### config.mk
export PLATFORM = sky130hd
export DESIGN_NAME = pwm_irq_readback
export DESIGN_NICKNAME = d
export VERILOG_FILES = /design/src/rtl/pwm_irq_pkg.sv /design/src/rtl/pwm_irq_readback.sv
export SDC_FILE = /design/constraint.sdc
export NUM_CORES = 1
export LEC_CHECK = 0
export ABC_AREA = 0
export BUFFER_PORTS_ARGS = -buffer_cell sky130_fd_sc_hd__clkbuf_2
export CORE_MARGIN = 3
export CORE_UTILIZATION = 26
export CTS_BUF_LIST = sky130_fd_sc_hd__clkbuf_4 sky130_fd_sc_hd__clkbuf_8
export DETAILED_ROUTE_END_ITERATION = 16
export GPL_ROUTABILITY_DRIVEN = 0
export SLEW_MARGIN = 5
export SYNTH_ARGS = -nofsm -noshare
export SYNTH_HDL_FRONTEND = slang
export SYNTH_SLANG_ARGS = --single-unit
### constraint.sdc
create_clock -name aclk -period 2.2 [get_ports aclk]
set_input_delay 0.22 -clock aclk [delete_from_list [all_inputs] [get_ports aclk]]
set_output_delay 0.22 -clock aclk [all_outputs]
set_load 0.05 [all_outputs]
### src/rtl/pwm_irq_pkg.sv
// Constants, types and register map of the pwm interrupt and readback block
// How it works
// - Status bits stay set until software writes one there; zero leaves them.
// - Status bit 0 sets when channel 0 pulse counter equals programmed pulse number.
// - Status bit 1 sets on pulse-number event while IR DMA FIFO mode and FIFO empty.
// - Status bit 2 sets when channel 0 counter reaches its cycle maximum.
// - Status bits 3 to 7 set on cycle completion of channels 1 to 5.
// - Enable bits 3 to 7 gate channel 1 to 5 frame interrupts; 1 enables.
`default_nettype none

package pwm_irq_pkg;

    // ****************************************************************
    // Widths
    // ****************************************************************
    localparam int CNT_W = 16;
    localparam int NUM_CH = 6;
    localparam int ADDR_W = 13;
    localparam int IDX_W = 11;
    localparam int BYTE_W = 8;

    // ****************************************************************
    // Register indices; byte address is four times the index
    // ****************************************************************
    localparam logic [IDX_W-1:0] IDX_IRQ_ENABLE = 11'h7b2;
    localparam logic [IDX_W-1:0] IDX_IRQ_STATUS = 11'h7b3;
    localparam logic [IDX_W-1:0] IDX_CNT0_LOW = 11'h7b4;
    localparam logic [IDX_W-1:0] IDX_CNT5_LOW = 11'h7be;
    localparam logic [IDX_W-1:0] IDX_CNT5_HIGH = 11'h7bf;
    localparam logic [IDX_W-1:0] IDX_PCNT0_LOW = 11'h7c0;
    localparam logic [IDX_W-1:0] IDX_PCNT0_HIGH = 11'h7c1;
    localparam logic [IDX_W-1:0] IDX_SPARE_LO = 11'h7c2;
    localparam logic [IDX_W-1:0] IDX_SPARE_HI = 11'h7c3;

    // ****************************************************************
    // Status and enable bit positions, reset values, responses
    // ****************************************************************
    localparam int BIT_PULSE_DONE = 0;
    localparam int BIT_FIFO_DONE = 1;
    localparam int BIT_CH0_CYCLE = 2;
    localparam int BIT_CH1_CYCLE = 3;
    localparam logic [BYTE_W-1:0] STATUS_RST = 8'h00;
    localparam logic [BYTE_W-1:0] ENABLE_RST = 8'h00;
    localparam logic [1:0] RESP_OKAY = 2'h0;
    localparam logic [1:0] RESP_SLVERR = 2'h2;

    // Per-channel view of the counting logic
    typedef struct packed {
        logic [CNT_W-1:0] counter;
        logic [CNT_W-1:0] cycle_maximum;
    } chan_view_s;

    // Channel 0 pulse-number view
    typedef struct packed {
        logic [CNT_W-1:0] emitted_pulse_counter;
        logic [CNT_W-1:0] pulse_number;
        logic ir_dma_fifo_mode;
        logic fifo_empty;
    } pulse_view_s;

endpackage

`default_nettype wire

### src/rtl/pwm_irq_readback.sv
// Interrupt status, enable and counter readback of the six-channel pwm unit
//
// Design decision made here: the AXI4-Lite interface to the registers.
`default_nettype none

module pwm_irq_readback #(
    parameter int NUM_CH = pwm_irq_pkg::NUM_CH,
    parameter int CNT_W = pwm_irq_pkg::CNT_W
) (
    input wire logic aclk, // System clock, 50 MHz
    input wire logic aresetn, // Synchronous reset, active low
    // Counting logic of the unit
    input wire pwm_irq_pkg::chan_view_s [5:0] chan_view, // Counter and cycle max per channel
    input wire pwm_irq_pkg::pulse_view_s pulse_view, // Channel 0 pulse state
    // AXI4-Lite write address
    input wire logic awvalid, // Write address valid
    output logic awready, // Write address ready
    input wire logic [pwm_irq_pkg::ADDR_W-1:0] awaddr, // Write byte address
    input wire logic [2:0] awprot, // Protection, unused
    // AXI4-Lite write data
    input wire logic wvalid, // Write data valid
    output logic wready, // Write data ready
    input wire logic [31:0] wdata, // Write data
    input wire logic [3:0] wstrb, // Byte strobes
    // AXI4-Lite write response
    output logic bvalid, // Write response valid
    input wire logic bready, // Write response ready
    output logic [1:0] bresp, // Write response
    // AXI4-Lite read address
    input wire logic arvalid, // Read address valid
    output logic arready, // Read address ready
    input wire logic [pwm_irq_pkg::ADDR_W-1:0] araddr, // Read byte address
    input wire logic [2:0] arprot, // Protection, unused
    // AXI4-Lite read data
    output logic rvalid, // Read data valid
    input wire logic rready, // Read data ready
    output logic [31:0] rdata, // Read data
    output logic [1:0] rresp, // Read response
    // Interrupt
    output logic irq // Level, high while an enabled status bit is set
);

    // ****************************************************************
    // Elaboration checks
    // ****************************************************************
    // Status byte maps exactly six channels plus the pulse and FIFO bits
    if (NUM_CH != pwm_irq_pkg::NUM_CH) begin : g_bad_ch
        $error("pwm_irq_readback: channel count must be six");
    end
    if (CNT_W != pwm_irq_pkg::CNT_W) begin : g_bad_w
        $error("pwm_irq_readback: counter width must be sixteen");
    end
    // Byte lanes of the read data assume eight-bit registers
    if (pwm_irq_pkg::BYTE_W != 8) begin : g_bad_byte
        $error("pwm_irq_readback: register bytes must be eight bits");
    end

    // Map arithmetic: counter pairs are found by offset, so the
    // package indices must form one unbroken run
    localparam int CNT_SPAN = 2 * NUM_CH;
    localparam int MAP_STATUS = int'(pwm_irq_pkg::IDX_IRQ_STATUS);
    localparam int MAP_LO = int'(pwm_irq_pkg::IDX_CNT0_LOW);
    localparam int MAP_CNT5 = int'(pwm_irq_pkg::IDX_CNT5_LOW);
    localparam int MAP_PCNT = int'(pwm_irq_pkg::IDX_PCNT0_LOW);
    // Counters follow the status byte directly
    if (MAP_LO != MAP_STATUS + 1) begin : g_bad_lo
        $error("pwm_irq_readback: counters must follow the status byte");
    end
    // Last channel pair must sit where the offset arithmetic puts it
    if (MAP_CNT5 != MAP_LO + CNT_SPAN - 2) begin : g_bad_cnt5
        $error("pwm_irq_readback: last counter pair out of place");
    end
    // Pulse count starts right after the last counter pair
    if (MAP_PCNT != MAP_LO + CNT_SPAN) begin : g_bad_pcnt
        $error("pwm_irq_readback: pulse count must follow the counters");
    end

    // ****************************************************************
    // Declarations
    // ****************************************************************
    logic [7:0] status_r;
    logic [7:0] status_nxt;
    logic [7:0] enable_r;
    logic [7:0] enable_nxt;
    logic [7:0] event_set;
    logic [7:0] write_clear;
    logic [NUM_CH-1:0] cycle_hit;
    logic [NUM_CH-1:0] cycle_hit_r;
    logic pulse_hit;
    logic pulse_hit_r;
    logic pulse_event;
    logic irq_r;
    logic irq_nxt;

    logic aw_held_r;
    logic w_held_r;
    logic [pwm_irq_pkg::IDX_W-1:0] aw_idx_r;
    logic [7:0] w_byte_r;
    logic w_lane0_r;
    logic awready_r;
    logic wready_r;
    logic bvalid_r;
    logic [1:0] bresp_r;
    logic aw_take;
    logic w_take;
    logic wr_go;
    logic wr_hit_enable;
    logic wr_hit_status;
    logic wr_mapped;
    logic [1:0] wr_resp;

    logic arready_r;
    logic rvalid_r;
    logic [31:0] rdata_r;
    logic [1:0] rresp_r;
    logic ar_take;
    logic [pwm_irq_pkg::IDX_W-1:0] ar_idx;
    logic [pwm_irq_pkg::IDX_W-1:0] cnt_off;
    logic rd_is_cnt;
    logic rd_is_pcnt;
    logic rd_is_spare;
    logic rd_mapped;
    logic [2:0] rd_chan;
    logic [CNT_W-1:0] rd_cnt_word;
    logic [CNT_W-1:0] rd_pcnt_word;
    logic [7:0] rd_byte;
    logic [NUM_CH-1:0] cycle_event;
    logic fifo_event;
    logic rd_hit_enable;
    logic rd_hit_status;
    logic rd_pcnt_high;
    logic [7:0] rd_cnt_byte;
    logic [7:0] rd_pcnt_byte;

    // ****************************************************************
    // Event detection
    // ****************************************************************
    // Compares are level; a bit is set only on the cycle a compare
    // starts to match, so a counter parked at its maximum counts once
    genvar gi;
    for (gi = 0; gi < NUM_CH; gi++) begin : g_cycle
        assign cycle_hit[gi] = chan_view[gi].counter == chan_view[gi].cycle_maximum;
    end

    assign pulse_hit = pulse_view.emitted_pulse_counter == pulse_view.pulse_number;
    assign pulse_event = pulse_hit & ~pulse_hit_r;

    // Rising edge of each compare; the FIFO bit also needs FIFO mode and empty
    assign cycle_event = cycle_hit & ~cycle_hit_r;
    assign fifo_event = pulse_event
        & pulse_view.ir_dma_fifo_mode & pulse_view.fifo_empty;

    // Status bit sources
    assign event_set[pwm_irq_pkg::BIT_PULSE_DONE] = pulse_event;
    assign event_set[pwm_irq_pkg::BIT_FIFO_DONE] = fifo_event;
    assign event_set[pwm_irq_pkg::BIT_CH0_CYCLE] = cycle_event[0];
    assign event_set[7:pwm_irq_pkg::BIT_CH1_CYCLE] = cycle_event[NUM_CH-1:1];

    // Compare history
    always_ff @(posedge aclk) begin
        if (!aresetn) begin
            cycle_hit_r <= '0;
            pulse_hit_r <= 1'b0;
        end else begin
            cycle_hit_r <= cycle_hit;
            pulse_hit_r <= pulse_hit;
        end
    end

    // ****************************************************************
    // Status and enable registers
    // ****************************************************************
    // Write one clears; an event in the same cycle wins over the clear
    assign write_clear = (wr_go && wr_hit_status && w_lane0_r) ? w_byte_r : 8'h00;
    assign status_nxt = (status_r & ~write_clear) | event_set;
    assign enable_nxt = (wr_go && wr_hit_enable && w_lane0_r) ? w_byte_r : enable_r;
    // Enable gates each status bit onto the single interrupt line
    assign irq_nxt = |(status_nxt & enable_nxt);

    // Sticky status, enables and the interrupt flop
    always_ff @(posedge aclk) begin
        if (!aresetn) begin
            status_r <= pwm_irq_pkg::STATUS_RST;
            enable_r <= pwm_irq_pkg::ENABLE_RST;
            irq_r <= 1'b0;
        end else begin
            status_r <= status_nxt;
            enable_r <= enable_nxt;
            irq_r <= irq_nxt;
        end
    end

    // ****************************************************************
    // AXI4-Lite write path
    // ****************************************************************
    // Address and data are caught independently, in either order
    assign aw_take = awvalid & awready_r;
    assign w_take = wvalid & wready_r;
    assign wr_go = aw_held_r & w_held_r & ~bvalid_r;

    // Write decode; read-only and spare words accept writes silently
    assign wr_hit_enable = aw_idx_r == pwm_irq_pkg::IDX_IRQ_ENABLE;
    assign wr_hit_status = aw_idx_r == pwm_irq_pkg::IDX_IRQ_STATUS;
    assign wr_mapped = (aw_idx_r >= pwm_irq_pkg::IDX_IRQ_ENABLE)
        && (aw_idx_r <= pwm_irq_pkg::IDX_SPARE_HI);
    assign wr_resp = wr_mapped ? pwm_irq_pkg::RESP_OKAY : pwm_irq_pkg::RESP_SLVERR;

    // Write address capture
    always_ff @(posedge aclk) begin
        if (!aresetn) begin
            aw_held_r <= 1'b0;
            aw_idx_r <= '0;
            awready_r <= 1'b1;
        end else if (aw_take) begin
            aw_held_r <= 1'b1;
            aw_idx_r <= awaddr[pwm_irq_pkg::ADDR_W-1:2];
            awready_r <= 1'b0;
        end else if (wr_go) begin
            aw_held_r <= 1'b0;
        end else if (bvalid_r && bready) begin
            awready_r <= 1'b1;
        end
    end

    // Write data capture; only the low lane carries register bits
    always_ff @(posedge aclk) begin
        if (!aresetn) begin
            w_held_r <= 1'b0;
            w_byte_r <= '0;
            w_lane0_r <= 1'b0;
            wready_r <= 1'b1;
        end else if (w_take) begin
            w_held_r <= 1'b1;
            w_byte_r <= wdata[7:0];
            w_lane0_r <= wstrb[0];
            wready_r <= 1'b0;
        end else if (wr_go) begin
            w_held_r <= 1'b0;
        end else if (bvalid_r && bready) begin
            wready_r <= 1'b1;
        end
    end

    // Write response
    always_ff @(posedge aclk) begin
        if (!aresetn) begin
            bvalid_r <= 1'b0;
            bresp_r <= pwm_irq_pkg::RESP_OKAY;
        end else if (wr_go) begin
            bvalid_r <= 1'b1;
            bresp_r <= wr_resp;
        end else if (bready) begin
            bvalid_r <= 1'b0;
        end
    end

    // ****************************************************************
    // AXI4-Lite read path
    // ****************************************************************
    assign ar_take = arvalid & arready_r;
    assign ar_idx = araddr[pwm_irq_pkg::ADDR_W-1:2];

    // Counter words 0..5 sit in pairs, low byte first
    assign cnt_off = ar_idx - pwm_irq_pkg::IDX_CNT0_LOW;
    assign rd_is_cnt = (ar_idx >= pwm_irq_pkg::IDX_CNT0_LOW)
        && (ar_idx <= pwm_irq_pkg::IDX_CNT5_HIGH);
    assign rd_is_pcnt = (ar_idx == pwm_irq_pkg::IDX_PCNT0_LOW)
        || (ar_idx == pwm_irq_pkg::IDX_PCNT0_HIGH);
    assign rd_is_spare = (ar_idx == pwm_irq_pkg::IDX_SPARE_LO)
        || (ar_idx == pwm_irq_pkg::IDX_SPARE_HI);
    assign rd_hit_enable = ar_idx == pwm_irq_pkg::IDX_IRQ_ENABLE;
    assign rd_hit_status = ar_idx == pwm_irq_pkg::IDX_IRQ_STATUS;
    assign rd_pcnt_high = ar_idx == pwm_irq_pkg::IDX_PCNT0_HIGH;
    assign rd_mapped = rd_is_cnt || rd_is_pcnt || rd_is_spare
        || rd_hit_enable || rd_hit_status;
    assign rd_chan = cnt_off[3:1];
    // Out-of-range channel only arises on unselected addresses
    assign rd_cnt_word = (rd_chan < 3'(NUM_CH)) ? chan_view[rd_chan].counter : '0;
    assign rd_pcnt_word = pulse_view.emitted_pulse_counter;

    // Halves of the live words; no latching, so a 16-bit value read as
    // two bytes may tear while the counter runs
    assign rd_cnt_byte = cnt_off[0] ? rd_cnt_word[15:8] : rd_cnt_word[7:0];
    assign rd_pcnt_byte = rd_pcnt_high ? rd_pcnt_word[15:8] : rd_pcnt_word[7:0];

    // Byte selection; reads are pure, nothing in the counters moves
    assign rd_byte = rd_hit_enable ? enable_r
        : rd_hit_status ? status_r
        : rd_is_cnt ? rd_cnt_byte
        : rd_is_pcnt ? rd_pcnt_byte
        : 8'h00;

    // Read address accept and data return
    always_ff @(posedge aclk) begin
        if (!aresetn) begin
            arready_r <= 1'b1;
            rvalid_r <= 1'b0;
            rdata_r <= '0;
            rresp_r <= pwm_irq_pkg::RESP_OKAY;
        end else if (ar_take) begin
            arready_r <= 1'b0;
            rvalid_r <= 1'b1;
            rdata_r <= {24'h000000, rd_byte};
            rresp_r <= rd_mapped ? pwm_irq_pkg::RESP_OKAY : pwm_irq_pkg::RESP_SLVERR;
        end else if (rvalid_r && rready) begin
            arready_r <= 1'b1;
            rvalid_r <= 1'b0;
        end
    end

    // ****************************************************************
    // Outputs, all straight from flops
    // ****************************************************************
    assign awready = awready_r;
    assign wready = wready_r;
    assign bvalid = bvalid_r;
    assign bresp = bresp_r;
    assign arready = arready_r;
    assign rvalid = rvalid_r;
    assign rdata = rdata_r;
    assign rresp = rresp_r;
    assign irq = irq_r;

endmodule // pwm_irq_readback

`default_nettype wire

==> reports/metrics.yaml <==
status: "finished, final reports clean"
cp_max_fo: 8
peakVddDrop_mv: 0.261
layoutNonFillerInstCount: 1050
pin_count: 343
syn_area_per_cell_um2: 9.21
drive_gt1_share_pct: 43.5
crit_path_end_kind: "flip-flop"
dieArea_mm2: 0.0203
r2r_slack_ns: 0.1
max-cap-violations: 0
area_delta_synth_final_pct: 37.9
yosysWarnings: 0
pwr_density_cell_mw_per_mm2: 482
netlist_area_mm2: 0.00483
antenna_found_initial: 0
fmax_ghz: 0.475
hold_buffers: 0
crit_required_ns: 2.39
setup_slack_ns: 0.0951
dp_cells: 1034
cts_htree_levels: 3
dieHeight_um: 142
clock_latency_ns: 0.34
dp_slack_ns: -0.0770
finalNetCount: 1121
syn_inst: 525
crit_type: "flip-flop to flip-flop"
yosysUniqueCellTypes: 50
fin_util_pct: 36.9
synth_edf_count: 0
hold_path_class: "input port to flip-flop"
cp.arrival_ns: 2.29
cts.path.max_buffers: 2
fillers: 1876
fin_crit_sh_pct: 95.7
hpwl_mm: 16.0
slew_viol_final: 0
finClkSkew_ns: 0.0100
grt_use_total_pct: 17.1
met1_usage_pct: 22.3
power_mw: 3.21
initial_core_util_pct: 26.7
cts_setup_buffers: 0
rows: 49
seq_area_frac_synth_pct: 25.3
grt_max_degree: 28
p_leak_nw: 3.04
critical-path-max-stage-delay_ns: 0.36
hold_violations: 0
start_kind: "flip-flop"
met2_usage_pct: 30.5
drt_iter0_markers: 214
core_mm2: 0.0181
mostFrequentLayoutCell: "clkbuf_2"
remaining_drc_errors: 0
drtPass1Iterations: 4
setup_viol: 0
wire_per_inst_um: 17.5
root_buffer: "clkbuf_8"
io_buffers: 279
antenna_cells: 0
viasPerCell: 4.74
die_w_um: 142
grt_pass1_wl_mm: 26.9
mostFrequentLayoutCells: "clkbuf_2 (279), xor2_1 (64), dfxtp_1 (61)"
crit_chain: "nand4_1, nor2_1, nor4bb_2, buf_4, mux2_2, a22oi_1, a41oi_1"
ys_ff_latch: 61
async_reset_ff_share_pct: 0
path_clk_slew_ns: 0.07
grt.met3_usage_pct: 2.28
cts_resized: 0
relSlewSlack_pct: 64.8
overflow: 0
whs_ns: 0.104
ant_nets: 0
grt_pass1_vias: 5030
wirelength_mm: 18.4
vias: 4974
synth_ff_type: "dfxtp_1"
clock-sinks: 61
numCtsBuffers: 9
worst_path_max_delay_cell: "mux2_2"
rsz0062_at_grt: "no"
tritoncts: "done"
grt_busiest_layer: "met2"
worst_slew_pin_slew_ns: 0.527
post-route-min-period_ns: 2.10
-- worst max-delay path, delay by kind of cell, from the launching register on --
| kind | cells | cell delay, ns |
|---|---|---|
| AOI/OAI and AO/OA | 2 | 0.38 |
| buffers and inverters | 1 | 0.24 |
| DFF | 1 | 0.34 |
| muxes | 1 | 0.36 |
| and+or+nand+nor | 3 | 0.64 |
-- metal layers --
metal	wire length (µm)	vias up
met5	0	-
met4	225	0
met1	7890	2318
met3	1040	15
li1	-	2448
met2	9220	193
-- path summary, 6_finish.rpt --
check,from,endpoint,cells after the start
max,aw_idx_r[7]$_SDFFE_PN0P_,irq$_SDFF_PN0_,7
min,awaddr[11],aw_idx_r[9]$_SDFFE_PN0P_,3
max reg2reg,aw_idx_r[7]$_SDFFE_PN0P_,irq$_SDFF_PN0_,7
min reg2reg,rresp[1]$_SDFFE_PN0P_,rresp[1]$_SDFFE_PN0P_,2
-- through the flow --
step / cell area (µm²) / setup TNS (ns)
CTS: 6670 / 0
detailed placement: 6470 / -0.417
global placement: 6470 / -0.114
global route: 6670 / 0
finish: 6670 / 0
floorplan: 4930 / 0
-- flip-flops by register name (all words and copies together) (netlist names), 6 cells and up --
signal / cells
enable_r: 8
rdata: 8
status_r: 8
cycle_hit_r: 6
aw_idx_r: 11
w_byte_r: 8
-- where the power goes --
| part | internal, mW | switching [mW] |
|---|---|---|
| clock network | 0.533 | 0.444 |
| logic | 0.466 | 0.585 |
| registers | 1.15 | 0.0333 |
-- synth_stat cells, types with 2 or more instances --
cell       count  share of area [%]
o21ai_0       11                1.1
ha_1           4                1.0
a22oi_1       13                2.0
a21o_1         8                1.2
nand2b_1       2               0.26
buf_6          2               0.47
clkbuf_1       9               0.70
inv_1          5               0.39
nor4_1        20                2.6
a22o_1        10                1.8
nand2_1       55                4.3
mux2i_1        2               0.41
xnor2_1       48                8.7
xor2_1        64                 12
mux4_1        10                5.4
dfxtp_1       61                 25
mux2_2        21                4.9
nor3_1         2               0.21
and2_1        18                2.3
mux4_2        14                6.5
a21oi_1       50                5.2
buf_1          2               0.16
nand4_1       20                2.6
o2bb2ai_1      3               0.54
buf_2          3               0.31
buf_4         29                4.5
nor2_1        16                1.2
-- cell families (layout without fill, tap and decap cells) --
logic type	count (synthesis)	after routing	share of synthesized area [%]
and+or+nand+nor	144	144	15.5
xor gates and xnor gates	112	112	20.3
AOI/OAI and AO/OA	103	103	13.3
DFF	61	61	25.3
buffers and inverters	52	323	6.91
muxes	48	48	17.6
adders and majority gates	4	4	1.04
other	1	26	0.0776
-- cell type report --
| cell class | count | area [µm²] | share of cell area, % |
|---|---|---|---|
| repair buffers | 301 | 1560 | 23.4 |
| clock buffers | 10 | 131 | 1.97 |
| well taps | 229 | 287 | 4.30 |
| clock inverters | 6 | 63.8 | 0.957 |
| inverters | 6 | 22.5 | 0.338 |
| flip-flops and latches | 61 | 1220 | 18.3 |
| multi-input cells | 437 | 3380 | 50.7 |
Note: power is estimated with default switching activity, not from simulation.
